--- src/pkg/wdtps_pkg.sv ---
// watchdog timer with postscaler: shared constants, register map and types
// assumes a 20 MHz core clock and a byte-addressed 32-bit register bus
package wdtps_pkg;

  // timing
  localparam int unsigned CLK_PERIOD_NS   = 50;
  localparam int unsigned WDT_TICK_NS     = 32000;
  localparam int unsigned WDT_TICK_CYCLES = WDT_TICK_NS / CLK_PERIOD_NS;
  localparam int unsigned WDT_BASE_TICKS  = 576;

  // counter widths
  localparam int unsigned TICK_W = 16;
  localparam int unsigned BASE_W = 16;
  localparam int unsigned POST_W = 7;
  localparam int unsigned ADDR_W = 5;

  // 1:128 at select 000, halved per step
  localparam logic [6:0] POST_LIMIT_MAX = 7'h7F;

  // register byte offsets
  localparam logic [4:0] REG_SOFT_CTRL = 5'h00;
  localparam logic [4:0] REG_FUSE      = 5'h04;
  localparam logic [4:0] REG_CAUSE     = 5'h08;
  localparam logic [4:0] REG_IRQ_STAT  = 5'h0C;
  localparam logic [4:0] REG_IRQ_CLR   = 5'h10;
  localparam logic [4:0] REG_IRQ_EN    = 5'h14;
  localparam logic [4:0] REG_STATUS    = 5'h18;
  localparam logic [4:0] REG_COUNT     = 5'h1C;

  // field positions
  localparam int unsigned SOFT_EN_BIT   = 0;
  localparam int unsigned CAUSE_TO_BIT  = 3;
  localparam int unsigned CAUSE_PD_BIT  = 2;
  localparam int unsigned EV_RST_BIT    = 0;
  localparam int unsigned EV_WAKE_BIT   = 1;
  localparam int unsigned ST_RUN_BIT    = 0;
  localparam int unsigned ST_SLEEP_BIT  = 1;
  localparam int unsigned CNT_POST_LSB  = 16;

  // reset values
  localparam logic       SOFT_EN_RESET = 1'h0;
  localparam logic       CAUSE_TO_RESET = 1'h1;
  localparam logic       CAUSE_PD_RESET = 1'h1;
  localparam logic [1:0] IRQ_RESET     = 2'h0;

  // bus answers
  localparam logic [1:0] RESP_OKAY   = 2'h0;
  localparam logic [1:0] RESP_SLVERR = 2'h2;

  typedef struct packed {
    logic [3:0] unused;
    logic [2:0] postscale_select;
    logic       fuse_watchdog_enable;
  } wdtps_fuse_t;

  typedef struct packed {
    logic wake;
    logic reset;
  } wdtps_events_t;

  typedef enum logic {WDTPS_AWAKE, WDTPS_ASLEEP} wdtps_pwr_t;

endpackage

--- src/hdl/wdtps_top.sv ---
// watchdog timer with fuse-selected postscaler, sleep wake-up and avalon registers
// assumes cpu instruction strobes and fuse byte are synchronous to CORE_CLK_IN
// assumes the fuse byte is stable while SYS_RST_IN is high
// assumes the system acts on WDT_RESET_OUT; the block never resets itself
//
// Overview of operation
// - postscale code 000 is 1:128, 111 is 1:1
// - fuse enable runs watchdog, else software bit
// - own oscillator tick keeps counting during sleep
// - time-out while awake requests full device reset
// - time-out while asleep wakes, no reset
// - every time-out clears the time-out flag
// - software cannot stop a fuse-enabled watchdog
// - clear or sleep instruction zeroes count, postscaler
// - clear zeroes count, postscale assignment kept
// - software enable readable, writable, zero after reset
// - postscale ratio only from programmed fuse
// - upper seven control bits read zero
//
// Added by the designer: the address map and register access over Avalon-MM.
`timescale 1ns/100ps

module wdtps_top
  import wdtps_pkg::*;
#(
  parameter int unsigned TICK_CYCLES = WDT_TICK_CYCLES,
  parameter int unsigned BASE_TICKS  = WDT_BASE_TICKS
) (
  // clock and reset
  input  wire logic              CORE_CLK_IN,
  input  wire logic              SYS_RST_IN,
  // avalon-mm slave
  input  wire logic [ADDR_W-1:0] AVS_ADDRESS_IN,
  input  wire logic              AVS_READ_IN,
  input  wire logic              AVS_WRITE_IN,
  input  wire logic [31:0]       AVS_WRITEDATA_IN,
  input  wire logic [3:0]        AVS_BYTEENABLE_IN,
  output logic [31:0]            AVS_READDATA_OUT,
  output logic                   AVS_WAITREQUEST_OUT,
  output logic [1:0]             AVS_RESPONSE_OUT,
  // programmed fuse byte
  input  wire wdtps_fuse_t       FUSE_CFG_IN,
  // cpu instruction strobes and other wake sources
  input  wire logic              WATCHDOG_CLEAR_INSTRUCTION_IN,
  input  wire logic              SLEEP_INSTRUCTION_IN,
  input  wire logic              WAKE_EVENT_IN,
  // system outputs
  output logic                   WDT_RESET_OUT,
  output logic                   WDT_WAKE_OUT,
  output logic                   ASLEEP_OUT,
  output logic                   IRQ_OUT
);

  localparam logic [TICK_W-1:0] TICK_LAST = TICK_W'(TICK_CYCLES - 1);
  localparam logic [BASE_W-1:0] BASE_LAST = BASE_W'(BASE_TICKS - 1);

  // fuse copy, loaded while reset is asserted, frozen once reset is released
  wdtps_fuse_t         fuse_r;
  // software control
  logic                soft_en_r;
  // counters
  logic [TICK_W-1:0]   tick_div_r;
  logic [BASE_W-1:0]   base_cnt_r;
  logic [POST_W-1:0]   post_cnt_r;
  // power state and cause flags
  wdtps_pwr_t          pwr_r;
  logic                to_flag_r;
  logic                pd_flag_r;
  // interrupt registers
  logic [1:0]          irq_stat_r;
  logic [1:0]          irq_en_r;
  // outputs
  wdtps_events_t       ev_out_r;
  // bus
  logic                ack_r;
  logic [31:0]         rdata_r;
  logic [1:0]          resp_r;

  logic                run;
  logic                rc_tick;
  logic                base_end;
  logic [POST_W-1:0]   post_limit;
  logic                sleep_take;
  logic                restart;
  logic                timeout;
  wdtps_events_t       ev;
  logic                bus_req;
  logic                bus_first;
  logic                wr_take;
  logic                addr_hit;
  logic [31:0]         rd_mux;
  logic [1:0]          irq_clr;
  logic [1:0]          irq_set;
  logic                sel_soft;
  logic                sel_irq_en;
  logic                sel_irq_clr;

  // fuse is programmed once; sampling it only in reset keeps the ratio fixed at runtime
  always_ff @(posedge CORE_CLK_IN) begin
    if (SYS_RST_IN) begin
      fuse_r <= FUSE_CFG_IN;
    end
  end

  // enable: fuse wins, software only matters with fuse bit clear
  assign run = fuse_r.fuse_watchdog_enable | soft_en_r;

  // ratio limit: 127 >> select gives 128,64,..,1 periods
  assign post_limit = POST_LIMIT_MAX >> fuse_r.postscale_select;

  // sleep instruction is only taken while awake
  assign sleep_take = SLEEP_INSTRUCTION_IN & (pwr_r == WDTPS_AWAKE);

  // clear and sleep both restart count and postscaler
  assign restart = WATCHDOG_CLEAR_INSTRUCTION_IN | sleep_take;

  // dedicated oscillator tick, never gated by sleep or run state
  // phase is never reset by clear or sleep, so a period varies by up to one tick
  always_ff @(posedge CORE_CLK_IN) begin
    if (SYS_RST_IN) begin
      tick_div_r <= '0;
    end else if (tick_div_r == TICK_LAST) begin
      tick_div_r <= '0;
    end else begin
      tick_div_r <= tick_div_r + 1'b1;
    end
  end

  assign rc_tick = (tick_div_r == TICK_LAST);

  // base period counter
  always_ff @(posedge CORE_CLK_IN) begin
    if (SYS_RST_IN) begin
      base_cnt_r <= '0;
    end else if (restart || !run) begin
      base_cnt_r <= '0;
    end else if (rc_tick) begin
      if (base_cnt_r == BASE_LAST) begin
        base_cnt_r <= '0;
      end else begin
        base_cnt_r <= base_cnt_r + 1'b1;
      end
    end
  end

  assign base_end = run & rc_tick & (base_cnt_r == BASE_LAST);

  // postscaler: count cleared, the fuse selection is left untouched
  // >= rather than == also recovers from a count beyond the limit
  always_ff @(posedge CORE_CLK_IN) begin
    if (SYS_RST_IN) begin
      post_cnt_r <= '0;
    end else if (restart || !run) begin
      post_cnt_r <= '0;
    end else if (base_end) begin
      if (post_cnt_r >= post_limit) begin
        post_cnt_r <= '0;
      end else begin
        post_cnt_r <= post_cnt_r + 1'b1;
      end
    end
  end

  // a restart in the same cycle beats the time-out
  assign timeout = base_end & (post_cnt_r >= post_limit) & ~restart;

  // time-out resets when awake, wakes when asleep
  always_comb begin
    ev.reset = timeout & (pwr_r == WDTPS_AWAKE);
    ev.wake  = timeout & (pwr_r == WDTPS_ASLEEP);
  end

  // power state
  // other wake sources arrive on WAKE_EVENT_IN and leave the cause flags alone
  always_ff @(posedge CORE_CLK_IN) begin
    if (SYS_RST_IN) begin
      pwr_r <= WDTPS_AWAKE;
    end else begin
      case (pwr_r)
        WDTPS_AWAKE: begin
          if (sleep_take) begin
            pwr_r <= WDTPS_ASLEEP;
          end
        end
        WDTPS_ASLEEP: begin
          if (ev.wake || WAKE_EVENT_IN) begin
            pwr_r <= WDTPS_AWAKE;
          end
        end
        default: begin
          pwr_r <= WDTPS_AWAKE;
        end
      endcase
    end
  end

  // time-out and power-down flags of the reset-cause register
  // clear instruction leaves both flags alone; only reset sets pd again
  always_ff @(posedge CORE_CLK_IN) begin
    if (SYS_RST_IN) begin
      to_flag_r <= CAUSE_TO_RESET;
      pd_flag_r <= CAUSE_PD_RESET;
    end else if (timeout) begin
      to_flag_r <= 1'b0;
    end else if (sleep_take) begin
      to_flag_r <= 1'b1;
      pd_flag_r <= 1'b0;
    end
  end

  // registered event pulses; reset request and wake are never both high
  // one cycle of latency buys a glitch-free pulse to the reset logic
  always_ff @(posedge CORE_CLK_IN) begin
    if (SYS_RST_IN) begin
      ev_out_r <= '0;
    end else begin
      ev_out_r <= ev;
    end
  end

  assign WDT_RESET_OUT = ev_out_r.reset;
  assign WDT_WAKE_OUT  = ev_out_r.wake;
  assign ASLEEP_OUT    = (pwr_r == WDTPS_ASLEEP);

  // bus: one wait state, then the access completes
  assign bus_req   = AVS_READ_IN | AVS_WRITE_IN;
  assign bus_first = bus_req & ~ack_r;
  assign wr_take   = AVS_WRITE_IN & ack_r & AVS_BYTEENABLE_IN[0];

  // a fixed wait state lets read data come straight from a flop
  always_ff @(posedge CORE_CLK_IN) begin
    if (SYS_RST_IN) begin
      ack_r <= 1'b0;
    end else begin
      ack_r <= bus_first;
    end
  end

  assign AVS_WAITREQUEST_OUT = bus_req & ~ack_r;

  // write selects; address is held through the access, so decoding at completion is safe
  assign sel_soft    = (AVS_ADDRESS_IN == REG_SOFT_CTRL);
  assign sel_irq_en  = (AVS_ADDRESS_IN == REG_IRQ_EN);
  assign sel_irq_clr = (AVS_ADDRESS_IN == REG_IRQ_CLR);

  // software enable: one implemented bit
  // writes with byte lane 0 disabled are already dropped in wr_take
  always_ff @(posedge CORE_CLK_IN) begin
    if (SYS_RST_IN) begin
      soft_en_r <= SOFT_EN_RESET;
    end else if (wr_take && sel_soft) begin
      soft_en_r <= AVS_WRITEDATA_IN[SOFT_EN_BIT];
    end
  end

  // interrupt enable
  always_ff @(posedge CORE_CLK_IN) begin
    if (SYS_RST_IN) begin
      irq_en_r <= IRQ_RESET;
    end else if (wr_take && sel_irq_en) begin
      irq_en_r <= AVS_WRITEDATA_IN[1:0];
    end
  end

  // sticky sources, in status-bit order
  always_comb begin
    irq_set              = 2'h0;
    irq_set[EV_RST_BIT]  = ev.reset;
    irq_set[EV_WAKE_BIT] = ev.wake;
  end

  // write-one-to-clear; a new event in the same cycle stays set
  always_comb begin
    irq_clr = 2'h0;
    if (wr_take && sel_irq_clr) begin
      irq_clr = AVS_WRITEDATA_IN[1:0];
    end
  end

  always_ff @(posedge CORE_CLK_IN) begin
    if (SYS_RST_IN) begin
      irq_stat_r <= IRQ_RESET;
    end else begin
      irq_stat_r <= irq_set | (irq_stat_r & ~irq_clr);
    end
  end

  // level output, so a late handler still sees the event
  assign IRQ_OUT = |(irq_stat_r & irq_en_r);

  // read mux; unimplemented bits read zero
  always_comb begin
    rd_mux   = 32'h0000_0000;
    addr_hit = 1'b1;
    case (AVS_ADDRESS_IN)
      REG_SOFT_CTRL: begin
        rd_mux[SOFT_EN_BIT] = soft_en_r;
      end
      REG_FUSE: begin
        rd_mux[3:1]         = fuse_r.postscale_select;
        rd_mux[0]           = fuse_r.fuse_watchdog_enable;
      end
      REG_CAUSE: begin
        rd_mux[CAUSE_TO_BIT] = to_flag_r;
        rd_mux[CAUSE_PD_BIT] = pd_flag_r;
      end
      REG_IRQ_STAT: begin
        rd_mux[1:0] = irq_stat_r;
      end
      REG_IRQ_CLR: begin
        rd_mux = 32'h0000_0000;
      end
      REG_IRQ_EN: begin
        rd_mux[1:0] = irq_en_r;
      end
      REG_STATUS: begin
        rd_mux[ST_RUN_BIT]   = run;
        rd_mux[ST_SLEEP_BIT] = (pwr_r == WDTPS_ASLEEP);
      end
      REG_COUNT: begin
        rd_mux[BASE_W-1:0]                   = base_cnt_r;
        rd_mux[CNT_POST_LSB +: POST_W]       = post_cnt_r;
      end
      default: begin
        addr_hit = 1'b0;
      end
    endcase
  end

  // read data and answer captured in the wait cycle, held until the next access
  always_ff @(posedge CORE_CLK_IN) begin
    if (SYS_RST_IN) begin
      rdata_r <= 32'h0000_0000;
      resp_r  <= RESP_OKAY;
    end else if (bus_first) begin
      rdata_r <= AVS_READ_IN ? rd_mux : 32'h0000_0000;
      resp_r  <= addr_hit ? RESP_OKAY : RESP_SLVERR;
    end
  end

  assign AVS_READDATA_OUT = rdata_r;
  assign AVS_RESPONSE_OUT = resp_r;

endmodule // wdtps_top

--- config.mk ---
export PLATFORM = sky130hd
export DESIGN_NAME = wdtps_top
export DESIGN_NICKNAME = d
export VERILOG_FILES = /design/src/pkg/wdtps_pkg.sv /design/src/hdl/wdtps_top.sv
export SDC_FILE = /design/constraint.sdc
export NUM_CORES = 1
export LEC_CHECK = 0
export ABC_AREA = 1
export BUFFER_PORTS_ARGS = -buffer_cell sky130_fd_sc_hd__buf_4
export CAP_MARGIN = 20
export CORE_AREA = 5 5 78 152
export CTS_CLUSTER_DIAMETER = 30
export CTS_CLUSTER_SIZE = 20
export DETAILED_ROUTE_END_ITERATION = 16
export DIE_AREA = 0 0 83 157
export HOLD_SLACK_MARGIN = 0.06
export SYNTH_ARGS = -nofsm -noshare
export SYNTH_HDL_FRONTEND = slang
export SYNTH_SLANG_ARGS = --single-unit
--- constraint.sdc ---
create_clock -name CORE_CLK_IN -period 1.9 [get_ports CORE_CLK_IN]
set_clock_uncertainty 0.15 [all_clocks]
set_input_delay 0.285 -clock CORE_CLK_IN [delete_from_list [all_inputs] [get_ports CORE_CLK_IN]]
set_output_delay 0.285 -clock CORE_CLK_IN [all_outputs]
set_load 0.03 [all_outputs]
==> run metrics <==
final core utilization 49.5%; H-Tree Depth 3; Power Total 3.57 mW; Worst Hold Depth 3; CP Data Arrival Time 2.07 ns; gr usage total 16.9%; most frequent cells in the layout nand2_1 (104), buf_4 (76), dfxtp_1 (74); Synth-to-Final Area Change 26.5%; Leak 2.06 nW; most common cell after layout, fill and taps aside nand2_1; Placeable Area 10500 um^2; CTS tree built; critical path class flop to flop; Initial Util 39.2%; Fin. Hold Viols 0; Cell Rows 53; clock sink total 78; Final #Nets 708; HP Start AVS_WRITEDATA_IN[1]; vias in the first global route 3830; count of pins over their slew limit 0; Clock Latency Late Sink 0.34 ns; Hold Path Sink irq_en_r[1]; largest net degree at the start of global routing 29; initial antenna violation count 0; Vias 3937; Die H 157 um; flops & latches, synth 78; drt wl/cell 13.7 um; Worst setup SP type flop; DP HPWL 8.36 mm; Via density 5.03; FF-to-FF setup slack -0.08 ns; CTS clk-pin slew, worst paths 0.06 ns; # setup viols final 11; Port Buffers 47; Synth cell types 40; share of post-route cells with drive strength above 1 24.9%; antenna viol nets, final 0; Final Wtd Congestion 0.879; Max Cap Violations 0; Synth top area share 36.1%; reg2reg path depth 11; nature of the critical path endpoint flop; Post-DP Area 4760 um^2; Worst VDD drop 0.502 mV; Ports 95; Hold Path Class input pin to flop; first-pass GRT wire length 17.7 mm; Setup TNS -0.478 ns; # diodes 0; outcome finished, violations left; Post-Synthesis Cells 562; ys async rst share 0%; top_reg_cell synth dfxtp_1; CTS Buf Count 9; Initial DRC Count 230; Req. time, crit path 1.98 ns; clk root buf clkbuf_16; Final Cycle Share 104%; final wirelength 10.7 mm; Setup WS pre-CTS -0.108 ns; cell area after synthesis 4100 um^2; die area 13000 um^2; Post-route DRC 0; Syn Area/Cell 7.30 um^2; Fmax 505 MHz; CP max FO 8; CTS max path bufs 2; Post-Layout Inst Area 5190 um^2; Reg2Reg Launch Point fuse_r[2]; yosys warns 0; Final WS setup -0.0818 ns; register area share after synthesis 39.0%; pwr dens 687 nW/um^2; minimum clock period 1.98 ns; RR Endpoint ASLEEP_OUT; Post-synth EDFFs 4; RSZ-0062 raised after global routing yes; first-pass iteration count of the detailed router 4; violated checks setup timing; Die X 83 um; main area contributors after synthesis dfxtp_1 (36%), nand2_1 (9.8%), nor2_1 (6.4%); gr ovfl total 0; post-synth top area cell dfxtp_1
per-layer routing:
metal / part of all wire, % / GRT usage (%) / wire length (um)
met4: 2.9 / 7.64 / 315
met2: 58 / 33.4 / 6200
met5: 0 / 0 / 0
met1: 36 / 16.3 / 3870
met3: 3.1 / 3.77 / 328
what timing repair did:
| item | in CTS | in global routing |
|---|---|---|
| endpoints found under the setup margin | 13 | 35 |
| hold buffers | 5 | 0 |
| setup buffers | 2 | 1 |
| gates resized for setup | 11 | 12 |
| hold endpoints to repair | 6 | 0 |
| pin swaps | 12 | 7 |
cells in the mapped netlist, types with 9 or more instances:
cell type / number
nand2_1: 107
dfxtp_1: 74
nor2_1: 70
nand3_1: 50
inv_1: 48
a21oi_1: 35
nand4_1: 20
nor3_1: 19
nor2_2: 18
xor2_1: 11
a22oi_2: 10
buf_4: 10
ha_1: 10
inv_2: 10
o21ai_0: 10
a22oi_1: 9
final cells by class:
cell class | instances | area (um^2)
fillers | 1089 | 5290
inverters | 60 | 229
flip-flops and latches | 78 | 1600
well taps | 137 | 171
clock buffers | 12 | 258
clock inverters | 3 | 18.8
repair buffers | 84 | 672
multi-input cells | 409 | 2240
sequential cells by signal (all words and copies together) (netlist names):
| signal | flops |
|---|---|
| WDT_RESET_OUT | 1 |
| to_flag_r | 1 |
| ASLEEP_OUT | 1 |
| pd_flag_r | 1 |
| base_cnt_r | 16 |
| AVS_RESPONSE_OUT | 1 |
| WDT_WAKE_OUT | 1 |
| soft_en_r | 1 |
| ack_r | 1 |
| irq_stat_r | 2 |
| AVS_READDATA_OUT | 23 |
| tick_div_r | 16 |
| irq_en_r | 2 |
| post_cnt_r | 7 |
| fuse_r | 4 |
worst max path at each step:
stage | from | end | slack (ns) | depth (start not counted)
after floorplan | fuse_r[3] | post_cnt_r[5] | 0.06 | 10
after global placement | fuse_r[3] | ASLEEP_OUT | -0.05 | 11
after detailed placement | fuse_r[2] | post_cnt_r[5] | -0.11 | 11
after CTS | fuse_r[2] | ASLEEP_OUT | -0.06 | 11
after global routing | fuse_r[3] | ASLEEP_OUT | -0.22 | 11
final | fuse_r[2] | ASLEEP_OUT | -0.08 | 11
metrics by stage:
step / hold slack, ns / instances
after global routing: 0.0968 / 783
after CTS: 0.0783 / 782
after global placement: 0.278 / 761
after detailed placement: 0.292 / 761
after floorplan: 0.234 / 571
final: 0.0846 / 783
report_power, final:
| part | internal, mW | switching (mW) | total (mW) |
|---|---|---|---|
| sequential | 1.67 | 0.0161 | 1.69 |
| clock | 0.954 | 0.640 | 1.59 |
| combinational | 0.104 | 0.184 | 0.287 |
cells by family (layout without fill, tap and decap cells):
family / after synthesis / count (layout) / synth area share [%]
DFF: 78 / 78 / 39.0
buffers and inverters: 84 / 159 / 9.12
and+or+nand+nor: 300 / 300 / 33.6
AOI/OAI and AO/OA: 75 / 75 / 12.1
other: 1 / 10 / 0.0914
adders and majority gates: 10 / 10 / 3.05
xor gates and xnor gates: 14 / 14 / 2.99
worst max-delay path, stage by stage, from the launching register on:
cell      delay, ns
edfxtp_1       0.43
inv_2          0.12
a21oi_2        0.06
ha_1           0.31
nand2_1        0.06
nor2_1         0.10
nand3_1        0.10
nand3_2        0.08
buf_6          0.14
nand4_1        0.16
nand3_1        0.11
inv_1          0.04
(Power assumes the default switching activity.)
